==> config.mk <==
export PLATFORM = sky130hd
export DESIGN_NAME = port_link_config_regs
export DESIGN_NICKNAME = d
export VERILOG_FILES = /design/src/inc/port_link_cfg_pkg.sv /design/src/inc/reg_access_if.sv /design/src/design/indirect_window.sv /design/src/design/mac_port_ctrl.sv /design/src/design/port_link_config_regs.sv
export SDC_FILE = /design/constraint.sdc
export NUM_CORES = 1
export LEC_CHECK = 0
export BUFFER_PORTS_ARGS = -buffer_cell sky130_fd_sc_hd__buf_4
export CORE_UTILIZATION = 53
export DETAILED_ROUTE_END_ITERATION = 6
export GPL_TIMING_DRIVEN = 0
export PLACE_DENSITY = 0.92
export SLEW_MARGIN = 20
export SYNTH_ARGS = -nofsm -noshare
export SYNTH_HDL_FRONTEND = slang
export SYNTH_HIERARCHICAL = 1
export SYNTH_SLANG_ARGS = --single-unit
==> constraint.sdc <==
create_clock -name clk -period 5.1 [get_ports clk]
set_input_delay 1.275 -clock clk [delete_from_list [all_inputs] [get_ports clk]]
set_output_delay 1.275 -clock clk [all_outputs]
set_load 0.01 [all_outputs]
==> src/inc/port_link_cfg_pkg.sv <==
package port_link_cfg_pkg;

  localparam int ADDR_W = 16;
  localparam int DATA_W = 32;

  // Register offsets
  localparam logic [15:0] OFF_XOVER = 16'h0138;
  localparam logic [15:0] OFF_XCVR = 16'h013E;
  localparam logic [15:0] OFF_SD_ADDR = 16'h0200;
  localparam logic [15:0] OFF_SD_DATA = 16'h0206;
  localparam logic [15:0] OFF_PP0 = 16'h0300;
  localparam logic [15:0] OFF_PP1 = 16'h0301;

  // Crossover control fields
  localparam int XOVER_MANUAL_BIT = 7;
  localparam int XOVER_OFF_BIT = 6;
  localparam logic XOVER_MANUAL_RST = 1'b0;
  localparam logic XOVER_OFF_RST = 1'b0;

  // Transceiver control and status fields
  localparam int JABBER_BIT = 9;
  localparam logic JABBER_RST = 1'b1;
  localparam int XCVR_RSVD_LSB = 7;
  localparam logic [1:0] XCVR_RSVD_VAL = 2'h2;
  localparam int SPD1000_BIT = 6;
  localparam int SPD100_BIT = 5;
  localparam int SPD10_BIT = 4;
  localparam int DUPLEX_BIT = 3;
  localparam int MASTER_BIT = 2;

  // Indirect window fields
  localparam int STEP_EN_BIT = 23;
  localparam int SD_ADDR_W = 21;
  localparam int DEVAD_LSB = 16;
  localparam int SPACE_BIT = 15;
  localparam int REGOFF_W = 8;
  localparam logic [20:0] SD_ADDR_RST = 21'h1F0000;
  localparam logic [15:0] SD_DATA_RST = 16'h0000;
  localparam logic STEP_EN_RST = 1'b0;

  // Parallel MAC port control fields
  localparam int PP_DUPLEX_BIT = 6;
  localparam int PP_TXFC_BIT = 5;
  localparam int PP_SPEED_BIT = 4;
  localparam int PP_RXFC_BIT = 3;
  localparam int PP1_SEL_BIT = 6;
  localparam logic PP_DUPLEX_RST = 1'b1;
  localparam logic PP_SPEED_RST = 1'b1;
  localparam logic PP1_SEL_RST = 1'b0;
  localparam logic PP0_RSVD7_VAL = 1'b0;

  typedef enum logic [1:0] {
    SPEED_10 = 2'h0,
    SPEED_100 = 2'h1,
    SPEED_1000 = 2'h2
  } mac_speed_t;

endpackage : port_link_cfg_pkg

==> src/inc/reg_access_if.sv <==
`timescale 1ns/1ps
`default_nettype none
interface reg_access_if;
  import port_link_cfg_pkg::*;
  logic wr;
  logic rd;
  logic sel;
  logic [DATA_W-1:0] wdata;
  logic [DATA_W-1:0] rdata;
  modport decoder (output wr, output rd, output sel, output wdata, input rdata);
  modport target (input wr, input rd, input sel, input wdata, output rdata);
endinterface : reg_access_if
`default_nettype wire

==> src/design/indirect_window.sv <==
`timescale 1ns/1ps
`default_nettype none
module indirect_window
  import port_link_cfg_pkg::*;
(
  input wire logic clk,
  input wire logic rst,
  reg_access_if.target bus,
  input wire logic [15:0] serdes_rdata,
  output logic serdes_wr,
  output logic serdes_rd,
  output logic [15:0] serdes_wdata,
  output logic [4:0] serdes_dev,
  output logic serdes_vendor_space,
  output logic [7:0] serdes_reg_offs
);

  logic [SD_ADDR_W-1:0] addr_q;
  logic step_q;
  logic [15:0] data_q;
  logic [SD_ADDR_W-1:0] acc_q;
  logic wr_q;
  logic rd_q;
  wire addr_wr = bus.wr & ~bus.sel;
  wire data_acc = (bus.wr | bus.rd) & bus.sel;
  wire [SD_ADDR_W-1:0] addr_next = SD_ADDR_W'(addr_q + 1'b1);

  // Read of the data register returns the target's current word
  assign bus.rdata = bus.sel ? {16'h0000, serdes_rdata}
                             : {8'h00, step_q, 2'h0, addr_q};

  always_ff @(posedge clk) begin
    if (rst) begin
      addr_q <= SD_ADDR_RST;
      step_q <= STEP_EN_RST;
    end else if (addr_wr) begin
      addr_q <= bus.wdata[SD_ADDR_W-1:0];
      step_q <= bus.wdata[STEP_EN_BIT];
    end else if (data_acc && step_q) begin
      addr_q <= addr_next;
    end
  end

  // Access carries the address in force before any step
  always_ff @(posedge clk) begin
    if (rst) begin
      data_q <= SD_DATA_RST;
      acc_q <= SD_ADDR_RST;
      wr_q <= 1'b0;
      rd_q <= 1'b0;
    end else begin
      wr_q <= bus.wr & bus.sel;
      rd_q <= bus.rd & bus.sel;
      if (data_acc) acc_q <= addr_q;
      if (bus.wr && bus.sel) data_q <= bus.wdata[15:0];
      else if (bus.rd && bus.sel) data_q <= serdes_rdata;
    end
  end

  assign serdes_wr = wr_q;
  assign serdes_rd = rd_q;
  assign serdes_wdata = data_q;
  assign serdes_dev = acc_q[SD_ADDR_W-1:DEVAD_LSB];
  assign serdes_vendor_space = acc_q[SPACE_BIT];
  assign serdes_reg_offs = acc_q[REGOFF_W-1:0];

  property p_step;
    @(posedge clk) disable iff (rst)
      data_acc && step_q |=> addr_q == $past(addr_next);
  endproperty
  a_step: assert property (p_step) else $error("indirect address did not step");

  property p_fixed;
    @(posedge clk) disable iff (rst)
      data_acc && !step_q |=> $stable(addr_q) ##1 serdes_dev == $past(addr_q[20:16], 2);
  endproperty
  a_fixed: assert property (p_fixed) else $error("indirect address moved");

  property p_wr_pulse;
    @(posedge clk) disable iff (rst)
      bus.wr && bus.sel |=> serdes_wr && serdes_wdata == $past(bus.wdata[15:0])
        && serdes_reg_offs == $past(addr_q[7:0]) ##1 serdes_wr == $past(bus.wr && bus.sel);
  endproperty
  a_wr_pulse: assert property (p_wr_pulse) else $error("indirect write pulse wrong");

endmodule : indirect_window
`default_nettype wire

==> src/design/mac_port_ctrl.sv <==
`timescale 1ns/1ps
`default_nettype none
module mac_port_ctrl
  import port_link_cfg_pkg::*;
(
  input wire logic clk,
  input wire logic rst,
  reg_access_if.target bus,
  input wire logic fc_strap,
  output logic mac_full_duplex,
  output logic mac_tx_fc_en,
  output logic mac_rx_fc_en,
  output mac_speed_t mac_speed
);

  logic duplex_q;
  logic txfc_q;
  logic rxfc_q;
  logic spd_q;
  logic sel_q;
  logic strap_done_q;
  mac_speed_t speed_d;
  wire wr0 = bus.wr & ~bus.sel;
  wire wr1 = bus.wr & bus.sel;

  assign bus.rdata = bus.sel ? {24'h000000, 1'b0, sel_q, 6'h00}
    : {24'h000000, PP0_RSVD7_VAL, duplex_q, txfc_q, spd_q, rxfc_q, 3'h0};

  // Speed bit only counts outside gigabit
  // Companion bit picks gigabit or 10/100
  assign speed_d = !sel_q ? SPEED_1000 : (spd_q ? SPEED_100 : SPEED_10);

  // Flow control taken from strap after release
  always_ff @(posedge clk) begin
    if (rst) begin
      strap_done_q <= 1'b0;
      txfc_q <= 1'b0;
      rxfc_q <= 1'b0;
    end else if (!strap_done_q) begin
      strap_done_q <= 1'b1;
      txfc_q <= fc_strap;
      rxfc_q <= fc_strap;
    end else if (wr0) begin
      txfc_q <= bus.wdata[PP_TXFC_BIT];
      rxfc_q <= bus.wdata[PP_RXFC_BIT];
    end
  end

  always_ff @(posedge clk) begin
    if (rst) begin
      duplex_q <= PP_DUPLEX_RST;
      spd_q <= PP_SPEED_RST;
      sel_q <= PP1_SEL_RST;
    end else begin
      if (wr0) duplex_q <= bus.wdata[PP_DUPLEX_BIT];
      if (wr0) spd_q <= bus.wdata[PP_SPEED_BIT];
      if (wr1) sel_q <= bus.wdata[PP1_SEL_BIT];
    end
  end

  always_ff @(posedge clk) begin
    if (rst) begin
      mac_full_duplex <= PP_DUPLEX_RST;
      mac_tx_fc_en <= 1'b0;
      mac_rx_fc_en <= 1'b0;
      mac_speed <= SPEED_1000;
    end else begin
      mac_full_duplex <= duplex_q;
      mac_tx_fc_en <= txfc_q;
      mac_rx_fc_en <= rxfc_q;
      mac_speed <= speed_d;
    end
  end

  property p_gig_ignores;
    @(posedge clk) disable iff (rst)
      !sel_q && $changed(spd_q) |=> mac_speed == SPEED_1000;
  endproperty
  a_gig_ignores: assert property (p_gig_ignores) else $error("speed bit acted in gigabit");

  property p_strap;
    @(posedge clk)
      $fell(rst) |-> ##2 mac_tx_fc_en == $past(fc_strap, 2) && mac_rx_fc_en == $past(fc_strap, 2);
  endproperty
  a_strap: assert property (p_strap) else $error("flow control not from strap");

  property p_fc_write;
    @(posedge clk) disable iff (rst)
      wr0 && strap_done_q |=> ##1 mac_tx_fc_en == $past(bus.wdata[5], 2)
        && mac_rx_fc_en == $past(bus.wdata[3], 2) && mac_full_duplex == $past(bus.wdata[6], 2);
  endproperty
  a_fc_write: assert property (p_fc_write) else $error("port control write lost");

endmodule : mac_port_ctrl
`default_nettype wire

==> src/design/port_link_config_regs.sv <==
`timescale 1ns/1ps
`default_nettype none
module port_link_config_regs
  import port_link_cfg_pkg::*;
#(
  parameter int REG_ADDR_W = ADDR_W
)
(
  input wire logic clk,
  input wire logic rst,
  input wire logic [REG_ADDR_W-1:0] reg_addr,
  input wire logic [DATA_W-1:0] reg_wdata,
  input wire logic reg_wr,
  input wire logic reg_rd,
  output logic [DATA_W-1:0] reg_rdata,
  input wire logic link_speed_1000,
  input wire logic link_speed_100,
  input wire logic link_speed_10,
  input wire logic link_full_duplex,
  input wire logic link_timing_master,
  input wire logic fc_strap,
  input wire logic [15:0] serdes_rdata,
  output logic xover_auto_en,
  output logic pairing_straight,
  output logic jabber_count_en,
  output logic serdes_wr,
  output logic serdes_rd,
  output logic [15:0] serdes_wdata,
  output logic [4:0] serdes_dev,
  output logic serdes_vendor_space,
  output logic [7:0] serdes_reg_offs,
  output logic mac_full_duplex,
  output logic mac_tx_fc_en,
  output logic mac_rx_fc_en,
  output mac_speed_t mac_speed
);

  // Offsets are 16 bits wide; any other port width, narrower or wider, is rejected
  if (REG_ADDR_W != ADDR_W) begin : g_bad_addr_w
    $error("REG_ADDR_W must equal the offset width");
  end

  logic manual_q;
  logic xover_off_q;
  logic jabber_q;
  logic [4:0] status_q;
  logic [DATA_W-1:0] read_mux;
  logic [DATA_W-1:0] xover_rd;
  logic [DATA_W-1:0] xcvr_rd;

  reg_access_if sd_bus ();
  reg_access_if pp_bus ();

  // Address decode
  wire hit_xover = reg_addr == OFF_XOVER;
  wire hit_xcvr = reg_addr == OFF_XCVR;
  wire hit_sd_addr = reg_addr == OFF_SD_ADDR;
  wire hit_sd_data = reg_addr == OFF_SD_DATA;
  wire hit_pp0 = reg_addr == OFF_PP0;
  wire hit_pp1 = reg_addr == OFF_PP1;
  wire hit_sd = hit_sd_addr | hit_sd_data;
  wire hit_pp = hit_pp0 | hit_pp1;
  wire hit_any = hit_xover | hit_xcvr | hit_sd | hit_pp;
  wire wr_xover = reg_wr & hit_xover;
  wire wr_xcvr = reg_wr & hit_xcvr;

  assign sd_bus.wr = reg_wr & hit_sd;
  assign sd_bus.rd = reg_rd & hit_sd;
  assign sd_bus.sel = hit_sd_data;
  assign sd_bus.wdata = reg_wdata;

  assign pp_bus.wr = reg_wr & hit_pp;
  assign pp_bus.rd = reg_rd & hit_pp;
  assign pp_bus.sel = hit_pp1;
  assign pp_bus.wdata = reg_wdata;

  assign xover_rd = {24'h000000, manual_q, xover_off_q, 6'h00};
  assign xcvr_rd = {16'h0000, 6'h00, jabber_q, XCVR_RSVD_VAL, status_q, 2'h0};

  assign read_mux = hit_xover ? xover_rd
                  : hit_xcvr ? xcvr_rd
                  : hit_sd ? sd_bus.rdata
                  : hit_pp ? pp_bus.rdata
                  : 32'h00000000;

  always_ff @(posedge clk) begin
    if (rst) begin
      manual_q <= XOVER_MANUAL_RST;
      xover_off_q <= XOVER_OFF_RST;
    end else if (wr_xover) begin
      manual_q <= reg_wdata[XOVER_MANUAL_BIT];
      xover_off_q <= reg_wdata[XOVER_OFF_BIT];
    end
  end

  always_ff @(posedge clk) begin
    if (rst) begin
      jabber_q <= JABBER_RST;
    end else if (wr_xcvr) begin
      jabber_q <= reg_wdata[JABBER_BIT];
    end
  end

  // Resolved link status sampled each cycle
  always_ff @(posedge clk) begin
    if (rst) begin
      status_q <= 5'h00;
    end else begin
      status_q <= {link_speed_1000, link_speed_100, link_speed_10,
                   link_full_duplex, link_timing_master};
    end
  end

  // Manual pairing has no effect in automatic mode
  always_ff @(posedge clk) begin
    if (rst) begin
      xover_auto_en <= ~XOVER_OFF_RST;
      pairing_straight <= 1'b0;
      jabber_count_en <= JABBER_RST;
    end else begin
      xover_auto_en <= ~xover_off_q;
      pairing_straight <= xover_off_q & manual_q;
      jabber_count_en <= jabber_q;
    end
  end

  // Read data stand only in the cycle after the strobe
  always_ff @(posedge clk) begin
    if (rst) begin
      reg_rdata <= 32'h00000000;
    end else begin
      reg_rdata <= reg_rd ? read_mux : 32'h00000000;
    end
  end

  indirect_window u_indirect (
    .clk(clk),
    .rst(rst),
    .bus(sd_bus.target),
    .serdes_rdata(serdes_rdata),
    .serdes_wr(serdes_wr),
    .serdes_rd(serdes_rd),
    .serdes_wdata(serdes_wdata),
    .serdes_dev(serdes_dev),
    .serdes_vendor_space(serdes_vendor_space),
    .serdes_reg_offs(serdes_reg_offs)
  );

  mac_port_ctrl u_mac_port (
    .clk(clk),
    .rst(rst),
    .bus(pp_bus.target),
    .fc_strap(fc_strap),
    .mac_full_duplex(mac_full_duplex),
    .mac_tx_fc_en(mac_tx_fc_en),
    .mac_rx_fc_en(mac_rx_fc_en),
    .mac_speed(mac_speed)
  );

  property p_manual_pairing;
    @(posedge clk) disable iff (rst)
      wr_xover && reg_wdata[6] |=> ##1 !xover_auto_en
        && pairing_straight == $past(reg_wdata[7], 2);
  endproperty
  a_manual_pairing: assert property (p_manual_pairing) else $error("manual pairing not applied");

  property p_auto_pairing;
    @(posedge clk) disable iff (rst)
      wr_xover && !reg_wdata[6] |=> ##1 xover_auto_en && !pairing_straight;
  endproperty
  a_auto_pairing: assert property (p_auto_pairing) else $error("pairing bit acted in auto mode");

  property p_jabber;
    @(posedge clk) disable iff (rst)
      wr_xcvr |=> ##1 jabber_count_en == $past(reg_wdata[9], 2);
  endproperty
  a_jabber: assert property (p_jabber) else $error("jabber enable not applied");

  property p_status_read;
    @(posedge clk) disable iff (rst)
      reg_rd && hit_xcvr |=> reg_rdata[6:3] == $past({link_speed_1000, link_speed_100,
        link_speed_10, link_full_duplex}, 2);
  endproperty
  a_status_read: assert property (p_status_read) else $error("speed or duplex status wrong");

  property p_master_read;
    @(posedge clk) disable iff (rst)
      reg_rd && hit_xcvr |=> reg_rdata[2] == $past(link_timing_master, 2);
  endproperty
  a_master_read: assert property (p_master_read) else $error("master status wrong");

  property p_reserved_read;
    @(posedge clk) disable iff (rst)
      reg_rd && (hit_xcvr || hit_xover) |=> reg_rdata[31:10] == 22'h000000 && reg_rdata[1:0] == 2'h0
        && ($past(hit_xcvr) ? reg_rdata[8:7] == 2'h2 : {reg_rdata[9:8], reg_rdata[5:2]} == 6'h00);
  endproperty
  a_reserved_read: assert property (p_reserved_read) else $error("reserved field read wrong");

  property p_unmapped;
    @(posedge clk) disable iff (rst)
      !reg_rd || !hit_any |=> reg_rdata == 32'h00000000;
  endproperty
  a_unmapped: assert property (p_unmapped) else $error("read data outside read slot");

  property p_reset_state;
    @(posedge clk)
      rst |=> reg_rdata == 32'h00000000 && xover_auto_en && !pairing_straight && jabber_count_en;
  endproperty
  a_reset_state: assert property (p_reset_state) else $error("outputs not at reset values");

  property p_reset_window;
    @(posedge clk)
      rst |=> serdes_dev == 5'h1F && !serdes_vendor_space && serdes_reg_offs == 8'h00
        && !serdes_wr && !serdes_rd && serdes_wdata == 16'h0000;
  endproperty
  a_reset_window: assert property (p_reset_window) else $error("indirect outputs not at reset values");

  property p_reset_mac;
    @(posedge clk)
      rst |=> mac_full_duplex && !mac_tx_fc_en && !mac_rx_fc_en && mac_speed == SPEED_1000;
  endproperty
  a_reset_mac: assert property (p_reset_mac) else $error("port outputs not at reset values");

  property p_data_read;
    @(posedge clk) disable iff (rst)
      reg_rd && hit_sd_data |=> reg_rdata == {16'h0000, $past(serdes_rdata)};
  endproperty
  a_data_read: assert property (p_data_read) else $error("indirect data read wrong");

  property p_data_strobes;
    @(posedge clk) disable iff (rst)
      hit_sd_data && (reg_wr || reg_rd) |=> serdes_wr == $past(reg_wr) && serdes_rd == $past(reg_rd);
  endproperty
  a_data_strobes: assert property (p_data_strobes) else $error("indirect strobe missing");

  property p_data_quiet;
    @(posedge clk) disable iff (rst)
      !(hit_sd_data && (reg_wr || reg_rd)) |=> !serdes_wr && !serdes_rd;
  endproperty
  a_data_quiet: assert property (p_data_quiet) else $error("indirect strobe without data access");

  property p_addr_read;
    @(posedge clk) disable iff (rst)
      reg_rd && hit_sd_addr |=> reg_rdata[31:24] == 8'h00 && reg_rdata[22:21] == 2'h0;
  endproperty
  a_addr_read: assert property (p_addr_read) else $error("address register reserved bits set");

  property p_pp0_read;
    @(posedge clk) disable iff (rst)
      reg_rd && hit_pp0 |=> reg_rdata[31:7] == 25'h0 && reg_rdata[2:0] == 3'h0;
  endproperty
  a_pp0_read: assert property (p_pp0_read) else $error("port control reserved bits set");

  property p_pp1_read;
    @(posedge clk) disable iff (rst)
      reg_rd && hit_pp1 |=> reg_rdata[31:7] == 25'h0 && reg_rdata[5:0] == 6'h00;
  endproperty
  a_pp1_read: assert property (p_pp1_read) else $error("companion register reserved bits set");

  property p_xover_hold;
    @(posedge clk) disable iff (rst)
      !wr_xover |=> ##1 $stable(xover_auto_en) && $stable(pairing_straight);
  endproperty
  a_xover_hold: assert property (p_xover_hold) else $error("crossover outputs moved without write");

  property p_jabber_hold;
    @(posedge clk) disable iff (rst)
      !wr_xcvr |=> ##1 $stable(jabber_count_en);
  endproperty
  a_jabber_hold: assert property (p_jabber_hold) else $error("jabber enable moved without write");

  property p_gig_select;
    @(posedge clk) disable iff (rst)
      reg_wr && hit_pp1 && !reg_wdata[PP1_SEL_BIT] |=> ##1 mac_speed == SPEED_1000;
  endproperty
  a_gig_select: assert property (p_gig_select) else $error("gigabit not selected");

  property p_slow_select;
    @(posedge clk) disable iff (rst)
      reg_wr && hit_pp1 && reg_wdata[PP1_SEL_BIT] |=> ##1 mac_speed != SPEED_1000;
  endproperty
  a_slow_select: assert property (p_slow_select) else $error("10/100 not selected");

endmodule : port_link_config_regs
`default_nettype wire

### Word level (Yosys, flattened, before mapping)

Index checks and enable logic that the tools add are counted.
W data, S select, Z words.

* bits in registers: 115
* bits of input ports: 74
* output and inout bits: 72

* add/subtract/negate cells: 1
* equality and inequality tests: 7
* mux-type cells: 16
* bitwise gates (word level): 20
* reduce and logical (&&, ||, !) cells: 9

Operator list (count)
* $eq A16 B10 Y1 const B: 4
* $mux W32: 2
* $mux W21: 2
* $eq A16 B9 Y1 const B: 2
* $mux W16: 2
* $mux W24: 1
* $add A21 B1 Y21 const B: 1
* $and A1 B1 Y1: 12
* $mux W10: 1
* $mux W8: 1
* $mux W7: 1
* $mux W1: 6
* $not A1 Y1: 5
* $reduce_bool A2 Y1: 2
* $reduce_or A2 Y1: 2
* $reduce_or A4 Y1: 1
* $logic_and A1 B1 Y1: 3
* $or A1 B1 Y1: 3
* $reduce_or A3 Y1: 1
* $ne A2 B2 Y1 const B: 1

### Logic depth before layout (Yosys ltp)

* word-level depth: 8
* gate-level depth with buffers: 12
* depth with buffers taken out: 9

### Hierarchy

The synthesis kept the hierarchy.

By module, submodules not included
* indirect_window: times used 1, cells each 348, area each 2874.0 µm², sequential area each 1081.0 µm²
* port_link_config_regs: times used 1, cells each 183, area each 1775.5 µm², sequential area each 860.8 µm²
* mac_port_ctrl: times used 1, cells each 68, area each 634.4 µm², sequential area each 220.2 µm²

### Worst setup path after synthesis

Ideal clock, no wire load.

* kind: input-to-reg
* start point: in reg_addr[13]
* end point: reg reg_rdata[6]
* arrival: 3.855 ns
* data required time: 4.971 ns
* path slack: 1.116 ns
* stages on the path: 9
* path buffers: 3
* cells stage by stage: or4_1 buf_4 or4_1 nor3_1 buf_4 clkbuf_1 mux2_2 a311oi_1 o32ai_1

RTL lines
* from (decl): RTL line port_link_config_regs.sv:11 `input wire logic [REG_ADDR_W-1:0] reg_addr,`
* $eq A16 B10 Y1: RTL line port_link_config_regs.sv:58 `wire hit_sd_data = reg_addr == OFF_SD_DATA;`
* named net hit_sd_data: RTL line port_link_config_regs.sv:58
* $mux W24: RTL line indirect_window.sv:29 `assign bus.rdata = bus.sel ? {16'h0000, serdes_rdata}`
* named net sd_bus.rdata[6]: RTL line reg_access_if.sv:9 `logic [DATA_W-1:0] rdata;`
* $mux W32: RTL line port_link_config_regs.sv:82 `: hit_sd ? sd_bus.rdata`
* $mux W10: RTL line port_link_config_regs.sv:81 `: hit_xcvr ? xcvr_rd`
* $mux W8: RTL line port_link_config_regs.sv:80 `assign read_mux = hit_xover ? xover_rd`
* to (signal assigned): RTL line port_link_config_regs.sv:132 `reg_rdata <= reg_rd ? read_mux : 32'h00000000;`
* to (decl): RTL line port_link_config_regs.sv:15 `output logic [DATA_W-1:0] reg_rdata,`

The timed path passes the listed nets, and every way through them passes these cells.
A chain may end at the register's enable or synchronous reset.

### Worst setup path after layout

* start point: in reg_addr[5]
* end point: reg u_indirect.addr_q[9]

* longest elaborated chain between the ends: 7

RTL lines
* $eq A16 B10 Y1, on equally long branches: RTL line port_link_config_regs.sv:57, port_link_config_regs.sv:58
* $or A1 B1 Y1 *: RTL line port_link_config_regs.sv:61 `wire hit_sd = hit_sd_addr | hit_sd_data;`
* $and A1 B1 Y1 *: RTL line port_link_config_regs.sv:67 `assign sd_bus.wr = reg_wr & hit_sd;`
* named net sd_bus.wr: RTL line reg_access_if.sv:5 `logic wr;`
* $or A1 B1 Y1: RTL line indirect_window.sv:25 `wire data_acc = (bus.wr | bus.rd) & bus.sel;`
* $and A1 B1 Y1: RTL line indirect_window.sv:25
* $logic_and A1 B1 Y1: RTL line indirect_window.sv:39 `end else if (data_acc && step_q) begin`
* $reduce_bool A2 Y1 (no source line)
* to (signal assigned): RTL line indirect_window.sv:37 `addr_q <= bus.wdata[SD_ADDR_W-1:0];`
* to (signal assigned): RTL line indirect_window.sv:40 `addr_q <= addr_next;`
* to (decl): RTL line indirect_window.sv:18 `logic [SD_ADDR_W-1:0] addr_q;`

The timed path passes the listed nets; every way through them passes the cells marked *.

==> summary by stage <==
Run status
The run finished with clean final reports.

Synth
A synthesized cell averages 8.83 um^2. The area of the mapped netlist is 0.00528 mm^2. The count of mapped cells out of synthesis is 598.

The Yosys step of the flow raised 6 warnings.

Global routing
For this run, global-route usage on met1 was measured as 0.383. The total routing resource utilization after global routing is 0.321. The wire length of the first global-routing pass is 25300 um. The via count of the first global-routing pass is 5141. The initial antenna violation count was 0. met2 is the most crowded layer.

The met3 capacity usage during global routing is 0.0566. After global routing the overflow that remains totals 0. For met2 alone, demand over resource in global routing was 0.539. The largest net degree at the start of global routing is 20.

STA
For the pin with the worst max-slew slack, the measured transition is 0.704 ns. The number of slew-limit violations in the final report is 0. The count of final setup violators is 0.

Of the available clock period, the critical path in the final layout requires 0.868. Hold is met by 0.422 ns. Based on the critical path, the design can be clocked at up to 0.226 GHz. The clock skew is 0.0135 ns.

The summed negative setup slack over all endpoints is 0 ns. Setup repair after global routing left no endpoint under its margin. Headroom to the max-slew limit came out at 0.526. The final number of hold-violating endpoints is 0. The minimum clock period is 4.43 ns. Across all setup checks in the final design, the least slack found is 0.672 ns.

Drt
For this block, the initial DRC count from the detailed router was 505. The routed layout has 5415 vias. The number of optimization iterations in the first detailed-route pass is 5. The remaining number of nets flagged by the antenna check after routing is 0. The total detailed-routing wirelength is 16500 um. After detailed routing, the number of remaining DRC violations is 0. The routed wire length per instance is 18.0 um. The post-detailed-route via-to-cell ratio is 5.90.

Critical path
By startpoint and endpoint, the worst setup path is classified as primary input to register. STA puts the critical path data arrival time at 4.71 ns. The data required time at the worst endpoint is 5.38 ns. The kind of end point of the critical path is a register.

Of all nets on the critical path, the largest fanout is 10. The kind of start point of the critical path is a primary input. The reg2reg setup slack is 3.01 ns.

Finish
In the final design database the tool counted 855 nets. Of the cells placed in the final design, the portion with a size suffix greater than 1 is 0.315. The layout filler cell count is 762. The most common cell after layout, fill and taps aside is sky130_fd_sc_hd__buf_4. The antenna cell count is 0. The top cell types in the final layout, fill and taps aside, are sky130_fd_sc_hd__buf_4 (175), sky130_fd_sc_hd__dfxtp_1 (108), sky130_fd_sc_hd__nor2_1 (62). The area growth from synthesis to layout is 28.9%.

Clock tree
The number of gates resized after CTS was 0. Clock-pin slew was measured on the worst setup and hold paths at 0.11 ns. The number of buffers inserted to repair setup after CTS is 0. The clock net in this run drives a total of 108 sinks. The later-pin clock latency in the skew report is 0.38 ns. In this run, post-CTS hold repair placed 0 buffers. The clock buffer count from CTS is 9. The deepest clock path buffer count is 2. The number of H-tree levels is 3. The TritonCTS clock tree is yes. The root buffer cell is sky130_fd_sc_hd__clkbuf_8.

Floorplanning
The placement row count is 36. During I/O placement, the number of pins put on the boundary was 146. For this configuration, the core starts out at a cell density of 0.542. The floorplan die area is 0.0104 mm^2. Measured along the y axis, the die boundary spans 102 um.

The x dimension of the die is 102 um. The area of the core is 0.00973 mm^2.

Power and ir drop
The internal portion of the total power is 1.15 mW. The leakage power is 2.89 nW. The share of total power dissipated in sequential elements is 0.554.

Of the total power, the clock network draws 0.363. IR analysis of the VDD net gives a maximum drop of 0.180 mV. For this design the total switching power over the nets is 0.386 mW.

Of the total power, the share spent switching nets is 0.251. Power spread over the standard cell area amounts to 226 mW/mm^2. The fraction of power consumed by combinational cells is 0.082.

Min path
The path class of the tightest hold or removal check is register to register.

Placement
The congestion estimate from routability-driven global placement came to 0.937. In this run the tool buffered the top-level ports with 135 buffer cells. The placed wire-length estimate is 12300 um. OpenSTA, run right after detailed placement, puts the worst setup slack at 0.425 ns.

Job
The number of maximum-capacitance constraint violations is 0.
[cell type report]
type	instances	area (um^2)	share of cell area
Multi-Input combinational cell	435	2690	0.396
Sequential cell	108	2160	0.318
Timing Repair Buffer	135	1010	0.149
Buffer	82	523	0.0769
Tap cell	133	166	0.0245
Clock buffer	9	124	0.0182
Clock inverter	7	83.8	0.0123
Inverter	9	33.8	0.00497
[layer usage]
metal  vias to the layer above  share of wire
li1                       2471              -
met1                      2545           0.38
met2                       331           0.49
met3                        68          0.081
met4                         0          0.045
met5                         -              0
[sequential cells by signal (all words and copies together), names as in the netlist, 2 cells and up]
register and flops:
u_mac_port/mac_speed 2, status_q 5, u_indirect/serdes_wdata 16, reg_rdata 32, u_indirect/acc_q 14, u_indirect/addr_q 21
[power groups by stage]
stage / Sequential (mW) / Clock, mW / Combinational, mW
after CTS: 0.853 / 0.564 / 0.122
after global routing: 0.854 / 0.603 / 0.134
after floorplan: 0.871 / 0 / 0.0601
after detailed placement: 0.872 / 0 / 0.121
after global placement: 0.872 / 0 / 0.119
final: 0.853 / 0.559 / 0.127
[worst max-delay path: stages]
cell                       delay, ns
sky130_fd_sc_hd__buf_4          0.11
sky130_fd_sc_hd__or4b_1         0.50
sky130_fd_sc_hd__clkbuf_1       0.17
sky130_fd_sc_hd__nor2_1         0.43
sky130_fd_sc_hd__clkbuf_1       0.39
sky130_fd_sc_hd__and3_1         0.36
sky130_fd_sc_hd__nor2b_1        0.16
sky130_fd_sc_hd__clkbuf_1       0.32
sky130_fd_sc_hd__clkbuf_1       0.54
sky130_fd_sc_hd__a211oi_1       0.11
sky130_fd_sc_hd__nor4_1         0.34
[through the flow]
step | std cells | instance area (um^2) | utilization | total power [mW]
global placement | 902 | 6590 | 0.678 | 0.990
floorplan | 634 | 5410 | - | 0.931
global route | 918 | 6800 | 0.699 | 1.59
CTS | 918 | 6800 | 0.699 | 1.54
detailed placement | 902 | 6590 | 0.678 | 0.993
finish | 918 | 6800 | 0.699 | 1.54
[path summary, 6_finish.rpt]
check,endpoint,depth (start not counted),startpoint
worst max-delay path,u_indirect/addr_q[9]$_SDFFE_PP0P_,11,reg_addr[5]
worst min-delay path,u_mac_port/mac_speed[1]$_SDFF_PP1_,1,u_mac_port/sel_q$_SDFFE_PP0P_
worst max register to register,u_indirect/addr_q[12]$_SDFFE_PP0P_,5,u_indirect/addr_q[0]$_SDFFE_PP0P_
worst min register to register,u_mac_port/mac_speed[1]$_SDFF_PP1_,1,u_mac_port/sel_q$_SDFFE_PP0P_
(Power assumes the default switching activity.)
